[config.mk]
export PLATFORM = sky130hd
export DESIGN_NAME = rf_tx_check_and_status
export DESIGN_NICKNAME = d
export VERILOG_FILES = /design/src/hw/rtcs_pkg.sv /design/src/hw/rf_tx_check_and_status.sv
export SDC_FILE = /design/constraint.sdc
export NUM_CORES = 1
export LEC_CHECK = 0
export BUFFER_PORTS_ARGS = -buffer_cell sky130_fd_sc_hd__clkbuf_2
export CAP_MARGIN = 20
export CORE_MARGIN = 2
export CORE_UTILIZATION = 51
export CTS_CLUSTER_DIAMETER = 60
export CTS_CLUSTER_SIZE = 12
export DETAILED_ROUTE_END_ITERATION = 16
export GPL_TIMING_DRIVEN = 0
export PLACE_DENSITY_LB_ADDON = 0.2
export SYNTH_ARGS = -nofsm -noshare
export SYNTH_HDL_FRONTEND = slang
export SYNTH_SLANG_ARGS = --single-unit
[constraint.sdc]
create_clock -name sys_clk_in -period 3.2 [get_ports sys_clk_in]
set_input_delay 0.96 -clock sys_clk_in [delete_from_list [all_inputs] [get_ports sys_clk_in]]
set_output_delay 0.96 -clock sys_clk_in [all_outputs]
set_load 0.05 [all_outputs]
[src/hw/rtcs_pkg.sv]
// shared types and constants of the transmit check and status block
package rtcs_pkg;

  // register indices; byte address is four times the index
  localparam int unsigned STATUS_IDX = 'h07;
  localparam int unsigned CHECK_IDX  = 'h12;
  localparam int unsigned DRV_IDX    = 'h16;
  localparam logic [7:0]  STATUS_ADDR = 8'(STATUS_IDX * 4);
  localparam logic [7:0]  CHECK_ADDR  = 8'(CHECK_IDX * 4);
  localparam logic [7:0]  DRV_ADDR    = 8'(DRV_IDX * 4);

  // seed selector codes and seed values
  typedef enum logic [2:0] {
    SEL_ZERO   = 3'h0,
    SEL_6363   = 3'h1,
    SEL_A671   = 3'h2,
    SEL_FFFF   = 3'h3,
    SEL_0012   = 3'h4,
    SEL_E012   = 3'h5,
    SEL_RFU    = 3'h6,
    SEL_CUSTOM = 3'h7
  } rtcs_seed_sel_t;
  localparam logic [15:0] SEED_ZERO = 16'h0000;
  localparam logic [15:0] SEED_6363 = 16'h6363;
  localparam logic [15:0] SEED_A671 = 16'ha671;
  localparam logic [15:0] SEED_FFFF = 16'hffff;
  localparam logic [15:0] SEED_0012 = 16'h0012;
  localparam logic [15:0] SEED_E012 = 16'he012;

  // check-sum polynomials, reflected for lsb-first processing
  localparam logic [15:0] POLY16 = 16'h8408;
  localparam logic [4:0]  POLY5  = 5'h12;

  // transceive phase codes
  localparam logic [2:0] PHASE_IDLE = 3'h0;
  localparam logic [2:0] PHASE_RSVD = 3'h7;

  // data path
  localparam int unsigned BYTE_W     = 8;
  localparam int unsigned FIFO_DEPTH = 4;
  typedef struct packed {
    logic [BYTE_W-1:0] data;
    logic              last;
  } rtcs_byte_t;

  // register layouts
  typedef struct packed {
    logic [15:0] seed;
    logic [8:0]  rsvd;
    logic        skip_first_byte_check;
    logic [2:0]  sel;
    logic        width5;
    logic        check_complement;
    logic        enable;
  } rtcs_check_cfg_t;
  typedef struct packed {
    logic [6:0] rsvd;
    logic [2:0] driver1_transition_clocking;
    logic [2:0] driver1_modulated_clocking;
    logic [2:0] driver1_carrier_clocking;
    logic [7:0] driver1_modulation_depth;
    logic [7:0] driver1_carrier_level;
  } rtcs_drv_cfg_t;
  typedef struct packed {
    logic [26:0] rsvd;
    logic        send_active;
    logic        recv_active;
    logic [2:0]  phase;
  } rtcs_status_t;

  localparam logic [7:0]    CARRIER_LEVEL_RST = 8'hff;
  localparam rtcs_drv_cfg_t DRV_RST = '{driver1_carrier_level: CARRIER_LEVEL_RST, default: '0};

  // send encoder states
  typedef enum logic [3:0] {
    ENC_IDLE   = 4'h1,
    ENC_DATA   = 4'h2,
    ENC_CRC_LO = 4'h4,
    ENC_CRC_HI = 4'h8
  } rtcs_enc_t;

  typedef struct packed {
    rtcs_enc_t       mode;
    logic [15:0]     crc;
    logic            first;
    rtcs_byte_t      obyte;
    logic            ovalid;
    rtcs_check_cfg_t ccfg;
    rtcs_drv_cfg_t   dcfg;
    rtcs_status_t    stat;
    logic [31:0]     rdata;
  } rtcs_top_st_t;
  localparam rtcs_top_st_t TOP_RST = '{mode: ENC_IDLE, dcfg: DRV_RST, default: '0};

endpackage : rtcs_pkg

[src/hw/rf_tx_check_and_status.sv]
// send encoder check-sum, driver settings and status registers
//
// The implementer's own choice: the strobed register port.
`timescale 1ns/100ps

module rtcs_fifo #(
  parameter int unsigned W     = 9,
  parameter int unsigned DEPTH = 4
) (
  // clock and reset
  input  wire logic         sys_clk_in,
  input  wire logic         srst_in,
  // fill side
  input  wire logic [W-1:0] s_data_in,
  input  wire logic         s_valid_in,
  output logic              s_ready_out,
  // drain side
  output logic [W-1:0]      m_data_out,
  output logic              m_valid_out,
  input  wire logic         m_ready_in
);
  localparam int unsigned AW = (DEPTH > 1) ? $clog2(DEPTH) : 1;

  typedef struct packed {
    logic [DEPTH-1:0][W-1:0] mem;
    logic [AW-1:0]           wp;
    logic [AW-1:0]           rp;
    logic [AW:0]             cnt;
    logic                    room;
    logic                    empty;
  } rtcs_fifo_st_t;

  rtcs_fifo_st_t s;
  rtcs_fifo_st_t n;
  logic          push;
  logic          pop;

  always_comb begin
    n    = s;
    push = s_valid_in && s.room;
    pop  = m_ready_in && !s.empty;
    if (push) begin
      n.mem[s.wp] = s_data_in;
      n.wp        = (s.wp == AW'(DEPTH - 1)) ? '0 : s.wp + AW'(1);
    end
    if (pop) begin
      n.rp = (s.rp == AW'(DEPTH - 1)) ? '0 : s.rp + AW'(1);
    end
    n.cnt   = s.cnt + (AW+1)'(push) - (AW+1)'(pop);
    // flags kept as flip-flops so ready and valid leave from registers
    n.room  = (n.cnt != (AW+1)'(DEPTH));
    n.empty = (n.cnt == '0);
  end

  always_ff @(posedge sys_clk_in) begin
    if (srst_in) begin
      s       <= '0;
      s.room  <= 1'b1;
      s.empty <= 1'b1;
    end else begin
      s <= n;
    end
  end

  assign s_ready_out = s.room;
  assign m_valid_out = !s.empty;
  assign m_data_out  = s.mem[s.rp];

endmodule : rtcs_fifo

// Overview of operation
// - status receive bit is 1 while the receive decoder receives, else 0
// - status reports the 3-bit transceive phase 0 to 6; code 7 never shown
// - 16-bit custom seed in bits 31..16 of check config, resets to zero
// - with skip option set, first sent byte is left out of the check-sum
// - seed selector codes 0 to 5 load the six fixed seed values
// - selector 7 uses the custom seed; software never programs code 6
// - with 5-bit width only the low byte of the seed initialises the register
// - width bit 0 gives 16-bit check-sum, 1 gives 5-bit; resets to 0
// - complement bit 1 sends the inverted check-sum, 0 sends it unchanged
// - enable bit 1 appends a check-sum to the frame, 0 appends none
// - 3-bit driver1 clocking mode for carrier transitions in reader side
// - separate 3-bit driver1 clocking modes for modulated and plain carrier
// - 8-bit driver1 modulation depth, 0x00 none to 0xFF full
// - 8-bit driver1 carrier level, 0x00 none to 0xFF full, resets to 0xFF
// - status send bit is 1 while the encoder transmits, 0 when idle
module rf_tx_check_and_status
  import rtcs_pkg::*;
(
  // clock and reset
  input  wire logic  sys_clk_in,
  input  wire logic  srst_in,
  // register port
  input  wire logic [7:0]  reg_addr_in,
  input  wire logic [31:0] reg_wdata_in,
  input  wire logic        reg_wr_in,
  input  wire logic        reg_rd_in,
  output logic [31:0]      reg_rdata_out,
  // payload bytes into the encoder
  input  wire rtcs_byte_t  tx_byte_in,
  input  wire logic        tx_valid_in,
  output logic             tx_ready_out,
  // encoded bytes toward the modulator
  output rtcs_byte_t       enc_byte_out,
  output logic             enc_valid_out,
  input  wire logic        enc_ready_in,
  // sequencer and receiver state
  input  wire logic [2:0]  seq_phase_in,
  input  wire logic        rx_busy_in,
  // driver1 reader side settings
  output logic [2:0]       driver1_transition_clocking_out,
  output logic [2:0]       driver1_modulated_clocking_out,
  output logic [2:0]       driver1_carrier_clocking_out,
  output logic [7:0]       driver1_modulation_depth_out,
  output logic [7:0]       driver1_carrier_level_out
);

  rtcs_top_st_t    s;
  rtcs_top_st_t    n;
  rtcs_byte_t      f_byte;
  logic [$bits(rtcs_byte_t)-1:0] f_raw;
  logic            f_valid;
  logic            f_pop;
  logic            can_load;
  logic [15:0]     seed_pick;
  logic [15:0]     seed_init;
  logic [15:0]     crc_tx;
  rtcs_drv_cfg_t   drv_w;
  rtcs_check_cfg_t chk_w;

  // one payload byte into the check-sum, lsb first
  function automatic logic [15:0] crc_byte(input logic [15:0] c_in, input logic [7:0] d, input logic w5);
    logic [15:0] c;
    logic [4:0]  c5;
    logic        fb;
    c  = c_in;
    c5 = c_in[4:0];
    for (int i = 0; i < 8; i++) begin
      if (w5) begin
        fb = c5[0] ^ d[i];
        c5 = c5 >> 1;
        if (fb) begin
          c5 = c5 ^ POLY5;
        end
      end else begin
        fb = c[0] ^ d[i];
        c  = c >> 1;
        if (fb) begin
          c = c ^ POLY16;
        end
      end
    end
    crc_byte = w5 ? {11'h000, c5} : c;
  endfunction : crc_byte

  // four-byte buffer decouples the byte source from the encoder
  rtcs_fifo #(
    .W     ($bits(rtcs_byte_t)),
    .DEPTH (FIFO_DEPTH)
  ) u_fifo (
    .sys_clk_in  (sys_clk_in),
    .srst_in     (srst_in),
    .s_data_in   (tx_byte_in),
    .s_valid_in  (tx_valid_in),
    .s_ready_out (tx_ready_out),
    .m_data_out  (f_raw),
    .m_valid_out (f_valid),
    .m_ready_in  (f_pop)
  );
  assign f_byte = rtcs_byte_t'(f_raw);

  assign drv_w = rtcs_drv_cfg_t'(reg_wdata_in);
  assign chk_w = rtcs_check_cfg_t'(reg_wdata_in);

  // seed selection
  always_comb begin
    unique case (rtcs_seed_sel_t'(s.ccfg.sel))
      SEL_ZERO:   seed_pick = SEED_ZERO;
      SEL_6363:   seed_pick = SEED_6363;
      SEL_A671:   seed_pick = SEED_A671;
      SEL_FFFF:   seed_pick = SEED_FFFF;
      SEL_0012:   seed_pick = SEED_0012;
      SEL_E012:   seed_pick = SEED_E012;
      // reserved code must not be programmed; it falls back to zero
      SEL_RFU:    seed_pick = SEED_ZERO;
      SEL_CUSTOM: seed_pick = s.ccfg.seed;
    endcase
    seed_init = s.ccfg.width5 ? {8'h00, seed_pick[7:0]} : seed_pick;
  end

  assign crc_tx   = s.ccfg.check_complement ? ~s.crc : s.crc;
  assign can_load = !s.ovalid || enc_ready_in;

  always_comb begin
    n     = s;
    f_pop = 1'b0;
    if (enc_ready_in) begin
      n.ovalid = 1'b0;
    end
    // settings are read live; software keeps them still during a frame
    unique case (s.mode)
      ENC_IDLE: begin
        if (f_valid) begin
          n.crc   = seed_init;
          n.first = 1'b1;
          n.mode  = ENC_DATA;
        end
      end
      ENC_DATA: begin
        if (f_valid && can_load) begin
          f_pop      = 1'b1;
          n.obyte    = f_byte;
          n.ovalid   = 1'b1;
          n.first    = 1'b0;
          if (!(s.first && s.ccfg.skip_first_byte_check)) begin
            n.crc = crc_byte(s.crc, f_byte.data, s.ccfg.width5);
          end
          n.obyte.last = f_byte.last && !s.ccfg.enable;
          if (f_byte.last) begin
            n.mode = s.ccfg.enable ? ENC_CRC_LO : ENC_IDLE;
          end
        end
      end
      ENC_CRC_LO: begin
        if (can_load) begin
          n.ovalid     = 1'b1;
          n.obyte.data = s.ccfg.width5 ? {3'h0, crc_tx[4:0]} : crc_tx[7:0];
          n.obyte.last = s.ccfg.width5;
          n.mode       = s.ccfg.width5 ? ENC_IDLE : ENC_CRC_HI;
        end
      end
      ENC_CRC_HI: begin
        if (can_load) begin
          n.ovalid     = 1'b1;
          n.obyte.data = crc_tx[15:8];
          n.obyte.last = 1'b1;
          n.mode       = ENC_IDLE;
        end
      end
      default: begin
        n.mode = ENC_IDLE;
      end
    endcase

    // status; a reserved phase code keeps the last legal one
    if (seq_phase_in != PHASE_RSVD) begin
      n.stat.phase = seq_phase_in;
    end
    n.stat.recv_active = rx_busy_in;
    n.stat.send_active = (n.mode != ENC_IDLE) || n.ovalid;
    n.stat.rsvd        = '0;

    // register writes
    if (reg_wr_in) begin
      unique case (reg_addr_in)
        CHECK_ADDR: begin
          n.ccfg      = chk_w;
          n.ccfg.rsvd = '0;
        end
        DRV_ADDR: begin
          n.dcfg      = drv_w;
          n.dcfg.rsvd = '0;
        end
        default: begin
        end
      endcase
    end

    // read data stand for one cycle only
    n.rdata = '0;
    if (reg_rd_in) begin
      unique case (reg_addr_in)
        STATUS_ADDR: n.rdata = s.stat;
        CHECK_ADDR:  n.rdata = s.ccfg;
        DRV_ADDR:    n.rdata = s.dcfg;
        default:     n.rdata = '0;
      endcase
    end
  end

  always_ff @(posedge sys_clk_in) begin
    if (srst_in) begin
      s <= TOP_RST;
    end else begin
      s <= n;
    end
  end

  assign reg_rdata_out                   = s.rdata;
  assign enc_byte_out                    = s.obyte;
  assign enc_valid_out                   = s.ovalid;
  assign driver1_transition_clocking_out = s.dcfg.driver1_transition_clocking;
  assign driver1_modulated_clocking_out  = s.dcfg.driver1_modulated_clocking;
  assign driver1_carrier_clocking_out    = s.dcfg.driver1_carrier_clocking;
  assign driver1_modulation_depth_out    = s.dcfg.driver1_modulation_depth;
  assign driver1_carrier_level_out       = s.dcfg.driver1_carrier_level;
endmodule : rf_tx_check_and_status

# Yosys cells after proc, flatten, opt, wreduce, memory -nomap -nowiden
# Index checks and enable logic that the tools add are counted.
[totals]
latch_bits = 0
memories = 0
regBits = 188
mem_bits_rw = 0
rom_bits = 0
wordCells = 218
in_bits = 59
out_inout_bits = 68
[op_classes]
n_reduce_logical = 22
n_mul = 0
n_addsub = 4
shifts = 0
n_eq_ne = 24
muxes = 101
bitwise = 33
n_lt_le_gt_ge = 3
div = 0
[op_table]
columns = ["operator", "n"]
rows = [
  ["$mux 16", 40],
  ["$mux 5", 36],
  ["$pmux 16 s7", 1],
  ["$pmux 32 s3", 1],
  ["$bwmux 36", 1],
  ["$pmux 17 s2", 1],
  ["$mux 31", 1],
  ["$pmux 10 s3", 1],
  ["$not 2->3", 8],
  ["$mux 21", 1],
  ["$mux 10", 2],
  ["$bmux 9 s2", 1],
  ["$demux 9 s2", 1],
  ["$mux 9", 2],
  ["$eq 8x7->1 const B", 2],
  ["$mux 4", 4],
  ["$not 1->2", 8],
  ["$not 16->16", 1],
  ["$pmux 4 s4", 1],
  ["$xor 1x1->1", 15],
  ["$eq 3x3->1 const B", 4],
  ["$ne 2x2->1 const B", 5],
  ["$eq 8x5->1 const B", 1],
  ["$mux 8", 1],
  ["28 further kinds", 48],
]

# Longest topological paths before layout
[logic_depth]
depth_word = 52
depth_mapped = 12
ltp_nobuf = 10

# Hierarchy
# A second synthesis with hierarchy kept.
[hier_totals]
hier_cells = 918
hier_area_um2 = 7751.2
[modules_own_cells]
columns = ["mod", "seq_area_each_um2", "instances", "area_each_um2", "cells_per_inst"]
rows = [
  ["rf_tx_check_and_status", 2322.2, 1, 5808.1, 702],
  ["rtcs_fifo", 900.9, 1, 1943.1, 216],
]

# Worst setup path after synthesis
# Ideal clock, no wire load.
[synth_timing]
path_type = "input -> register"
startpoint = "input enc_ready_in"
endpoint = "register u_fifo.s[0] (netlist bit)"
arrival_ps = 3080
t_required_ps = 3136
path_slack_ps = 56
path_stages = 11
n_path_buf = 1
setup_time_ps = 64
path_cell_list = "nor2b_1 > nor3b_1 > clkbuf_1 > ha_1 > inv_1 > ha_1 > inv_1 > fa_1 > nor2b_1 > nor2_1 > nor2_1"
[synth_between]
elab_chain_cells = 7
[synth_rtl]
columns = ["item", "line", "rtl"]
rows = [
  ["start, declared", "rf_tx_check_and_status.sv:106", "input wire logic enc_ready_in,"],
  ["$logic_or 1x1->1", "rf_tx_check_and_status.sv:192", "assign can_load = !s.ovalid || enc_ready_in;"],
  ["$logic_and 1x1->1", "rf_tx_check_and_status.sv:210", "if (f_valid && can_load) begin"],
  ["$mux 1", "rf_tx_check_and_status.sv:210", ""],
  ["$mux 1", "rf_tx_check_and_status.sv:201", "unique case (s.mode)"],
  ["$logic_and 1x1->1", "rf_tx_check_and_status.sv:41", "pop = m_ready_in && !s.empty;"],
  ["named net u_fifo.pop", "rf_tx_check_and_status.sv:36", "logic pop;"],
  ["$sub 3x1->3", "rf_tx_check_and_status.sv:49", "n.cnt = s.cnt + (AW+1)'(push) - (AW+1)'(pop);"],
  ["$logic_not 3->1", "rf_tx_check_and_status.sv:52", "n.empty = (n.cnt == '0);"],
  ["end signal, assigned", "rf_tx_check_and_status.sv:61", "s <= n;"],
  ["end, declared", "rf_tx_check_and_status.sv:33", "rtcs_fifo_st_t s;"],
]
# The timed path passes the listed nets, and every way through them passes these cells.
# A chain may end at the register's enable or synchronous reset.

# Final worst setup path
[layout_timing]
startpoint = "input reg_addr_in[1]"
endpoint = "register s (netlist bit driver1_carrier_clocking_out[0])"
[layout_between]
elab_chain_cells = 2
[layout_rtl]
columns = ["item", "line", "rtl"]
rows = [
  ["start, declared", "rf_tx_check_and_status.sv:94", "input wire logic [7:0] reg_addr_in,"],
  ["$eq 8x7->1", "rf_tx_check_and_status.sv:255", "unique case (reg_addr_in)"],
  ["$reduce_and 2->1 (no source line)", "--", ""],
  ["end signal, assigned", "rf_tx_check_and_status.sv:285", "s <= n;"],
  ["end, declared", "rf_tx_check_and_status.sv:118", "rtcs_top_st_t s;"],
]
# No other way between the ends.

==> results.yml <==
synthesis:
  synth_nets: 973
  netlist_top_cells_area: "dfxtp_1 (42%), nand2_1 (10%), a21oi_1 (6.5%)"
  yosysWarnings: 0
  async_flop_share_pct: 0
  syn_area_per_cell_um2: 8.46
  ys_seq_area_share_pct: 42.0
  netlist_area_um2: 7670
  synth_edf_count: 0
  yosysUniqueCellTypes: 65
  yosys.area.top_type: "dfxtp_1"
  synth.top_cell.area_share_pct: 42.0
  ys_ff_latch: 161
  netlist_instances: 906
  synth_flop_cell: "dfxtp_1"
clock_network:
  cts-buffers-inserted: 17
  clk_latency_ns: 0.43
  htreeDepth: 4
  holdBufCountCts: 0
  cts.root.buffer_cell: "clkbuf_16"
  cts_sinks: 161
  cts_tree: "yes"
  clk_pin_slew_worst_paths_ns: 0.06
  clockBufferDepth: 2
die:
  dieHeight_um: 127
  dieArea_um2: 16000
  io_pins: 127
  core-area_um2: 14600
  start_util_pct: 52.6
  rows: 44
  die_x_um: 127
drt:
  drtPass1Iterations: 7
  met3_length_mm: 1.44
  drt_iter0_markers: 710
  top_layer: "met4"
  routed_via_density: 5.35
  dr_total_vias: 6687
  totalWireLength_mm: 20.4
  wl_met2_mm: 9.56
  remaining_drc_errors: 0
  wl_per_cell_um: 16.3
  antenna_left: 0
  m1WireLength_mm: 8.92
cells_and_area:
  drive_gt1_share_pct: 23.9
  num-nets-final: 1120
  syn2layout_area_growth_pct: 19.7
  nFillCells: 1289
  multi_input_area_um2: 3690
  antenna_cells: 0
  instances_no_fill: 1249
  seq_area_um2: 3220
setup_path:
  critPathArrivalTime_ns: 3.32
  cpMostUsedCell: "clkbuf_1"
  cp-start-kind: "primary input"
  endpoint_kind: "flip-flop"
  cp.required_ns: 3.55
  crit_family: "simple AND/OR/NAND/NOR gates"
  path_class: "in2reg"
  critPathSlowestCell: "nor3_2"
  path_cells: "clkbuf_2, or4_1, clkbuf_1, nor3_2, and2_1, clkbuf_1, buf_2, nand2_1, a21oi_1"
  timing.rr.start: "s[155]"
  path_buf_inv: 4
  crit_fanout: 10
  cp-startpoint: "reg_addr_in[1]"
  slowest_delay_ns: 0.65
sta:
  setup_viol: 0
  fin_crit_sh_pct: 92.9
  rsz0062_at_grt: "false"
  setup_tns_ns: 0
  layout_setup_ws_ns: 0.228
  worstMarginPinSlew_ns: 0.860
  slew_viol_final: 0
  relSlewSlack_pct: 42.2
  fmax_mhz: 337
  fin_skew_ns: 0.00695
  finalCriticalPeriod_ns: 2.97
  hold_viol: 0
pwr:
  max-vdd-ir-drop_uv: 456
  leakage_nw: 3.76
  power_density_nw_per_um2: 670
hold_path:
  holdCritPathClass: "reg2reg"
  min_from: "u_fifo.s[44]"
place:
  place_ws_ns: -0.666
  gp_congestion: 0.952
  io_buffer_count: 126
  hpwl_mm: 14.7
  dpl.cell_count: 1217
grt:
  track_usage_pct: 25.6
  grt_pass1_vias: 6237
  globalRoute.totalOverflow: 0
  antenna_found_initial: 0
  grt_pass1_wl_mm: 32.1
  grt_max_degree: 17
status:
  outcome: "finished clean"
run:
  cap_violations: 0
-- timing repair --
item                       in CTS  in global routing
gates resized for setup         4                  2
pin swaps                       0                  1
setup endpoints to repair       4                  3
gates cloned                    0                  0
setup buffers                   0                  1
-- sequential cells by signal (all words and copies together) (netlist names) --
name and count:
driver1_carrier_clocking_out 3, driver1_carrier_level_out 8, driver1_modulated_clocking_out 3, driver1_modulation_depth_out 8, driver1_transition_clocking_out 3, enc_byte_out 9, enc_valid_out 1, reg_rdata_out 32
s 49, u_fifo.s 44, u_fifo.s_ready_out 1
-- Yosys cell counts (all sizes together) (2+ instances only) --
cell    number
mux2         2
a21oi      100
nor2b        9
nand3b      10
nor2        64
and2        19
nand2      204
xnor2       20
a221o        8
nor4         3
a211oi      10
o22ai        2
nor3        17
xor2        16
buf         79
o221ai       8
nand3        9
ha           7
or3          2
nor3b        7
or2          3
a22oi       16
and3         6
a311oi       5
mux4         9
o21ai       18
xor3         2
a222oi       8
inv         13
clkbuf      40
xnor3        6
mux2i        3
nand2b       4
dfxtp      161
-- cells in the final DEF (no fill, tap or decap), drive strengths merged, types with 9 or more instances in the layout --
| cell | netlist | layout |
|---|---|---|
| xnor2 | 20 | 20 |
| nand2 | 204 | 204 |
| nor2b | 9 | 9 |
| xor2 | 16 | 16 |
| buf | 79 | 81 |
| o21ai | 18 | 18 |
| nand3b | 10 | 10 |
| a21oi | 100 | 100 |
| a211oi | 10 | 10 |
| a22oi | 16 | 16 |
| and2 | 19 | 19 |
| inv | 13 | 17 |
| nor3 | 17 | 17 |
| dfxtp | 161 | 161 |
| nor2 | 64 | 64 |
| clkbuf | 40 | 187 |
| mux4 | 9 | 9 |
| nand3 | 9 | 9 |
-- routing by layer --
| layer | track usage [%] | vias to the layer above |
|---|---|---|
| met5 | 0 | - |
| met4 | 10.4 | 0 |
| met3 | 5.53 | 36 |
| met2 | 41.9 | 259 |
| met1 | 33.0 | 3067 |
| li1 | - | 3325 |
-- worst register-to-register path, stage by stage (launching register included) --
cell	delay [ns]
dfxtp_1	0.31
clkbuf_1	0.21
nand2b_1	0.33
nor3b_4	0.31
clkbuf_2	0.29
ha_1	0.27
inv_1	0.06
ha_1	0.13
inv_1	0.05
fa_1	0.53
nor2b_1	0.18
nor2_1	0.06
nor2_1	0.10
-- per-stage QoR --
step                utilization (%)  cell area, um^2  total power [mW]  hold slack, ns
finish                         62.9             9180              6.15           0.451
global route                   62.9             9180              6.40           0.468
CTS                            62.9             9170              6.14           0.454
detailed placement             58.5             8530              4.00           0.445
global placement               58.5             8530              3.97           0.439
floorplan                         -             7670              3.60           0.432
-- path summary, 6_finish.rpt --
path                                                        end  slack [ns]  cells past startpoint
worst min-delay path                               u_fifo.s[44]        0.45                      2
worst min register to register                     u_fifo.s[44]        0.45                      2
worst max register to register                      u_fifo.s[0]        0.30                     12
worst max-delay path            driver1_carrier_clocking_out[0]        0.23                      9
-- power by group --
part / total [mW] / switching [mW] / internal, mW
registers: 2.35 / 0.183 / 2.17
logic: 1.65 / 0.882 / 0.770
clock network: 2.15 / 0.849 / 1.30
total: 6.15 / 1.91 / 4.23
-- cells by family (layout without fill, tap and decap cells) --
kind of cell | after synthesis | count (layout) | synth area share, %
simple gates | 359 | 359 | 20.6
compound gates | 187 | 187 | 15.4
flops | 161 | 161 | 42.0
buf+inv | 133 | 292 | 10.1
xor+xnor | 44 | 44 | 6.95
mux | 14 | 14 | 3.48
fa+ha+maj | 8 | 8 | 1.40
-- area by class of cell --
| class | instances | share of cell area, % |
|---|---|---|
| tap | 184 | 2.51 |
| multi-input combinational | 612 | 40.2 |
| buffer | 119 | 7.87 |
| clock inverter | 10 | 1.62 |
| sequential | 161 | 35.1 |
| timing repair buffer | 128 | 7.01 |
| clock buffer | 21 | 5.13 |
| inverter | 14 | 0.573 |
(Power assumes the default switching activity.)
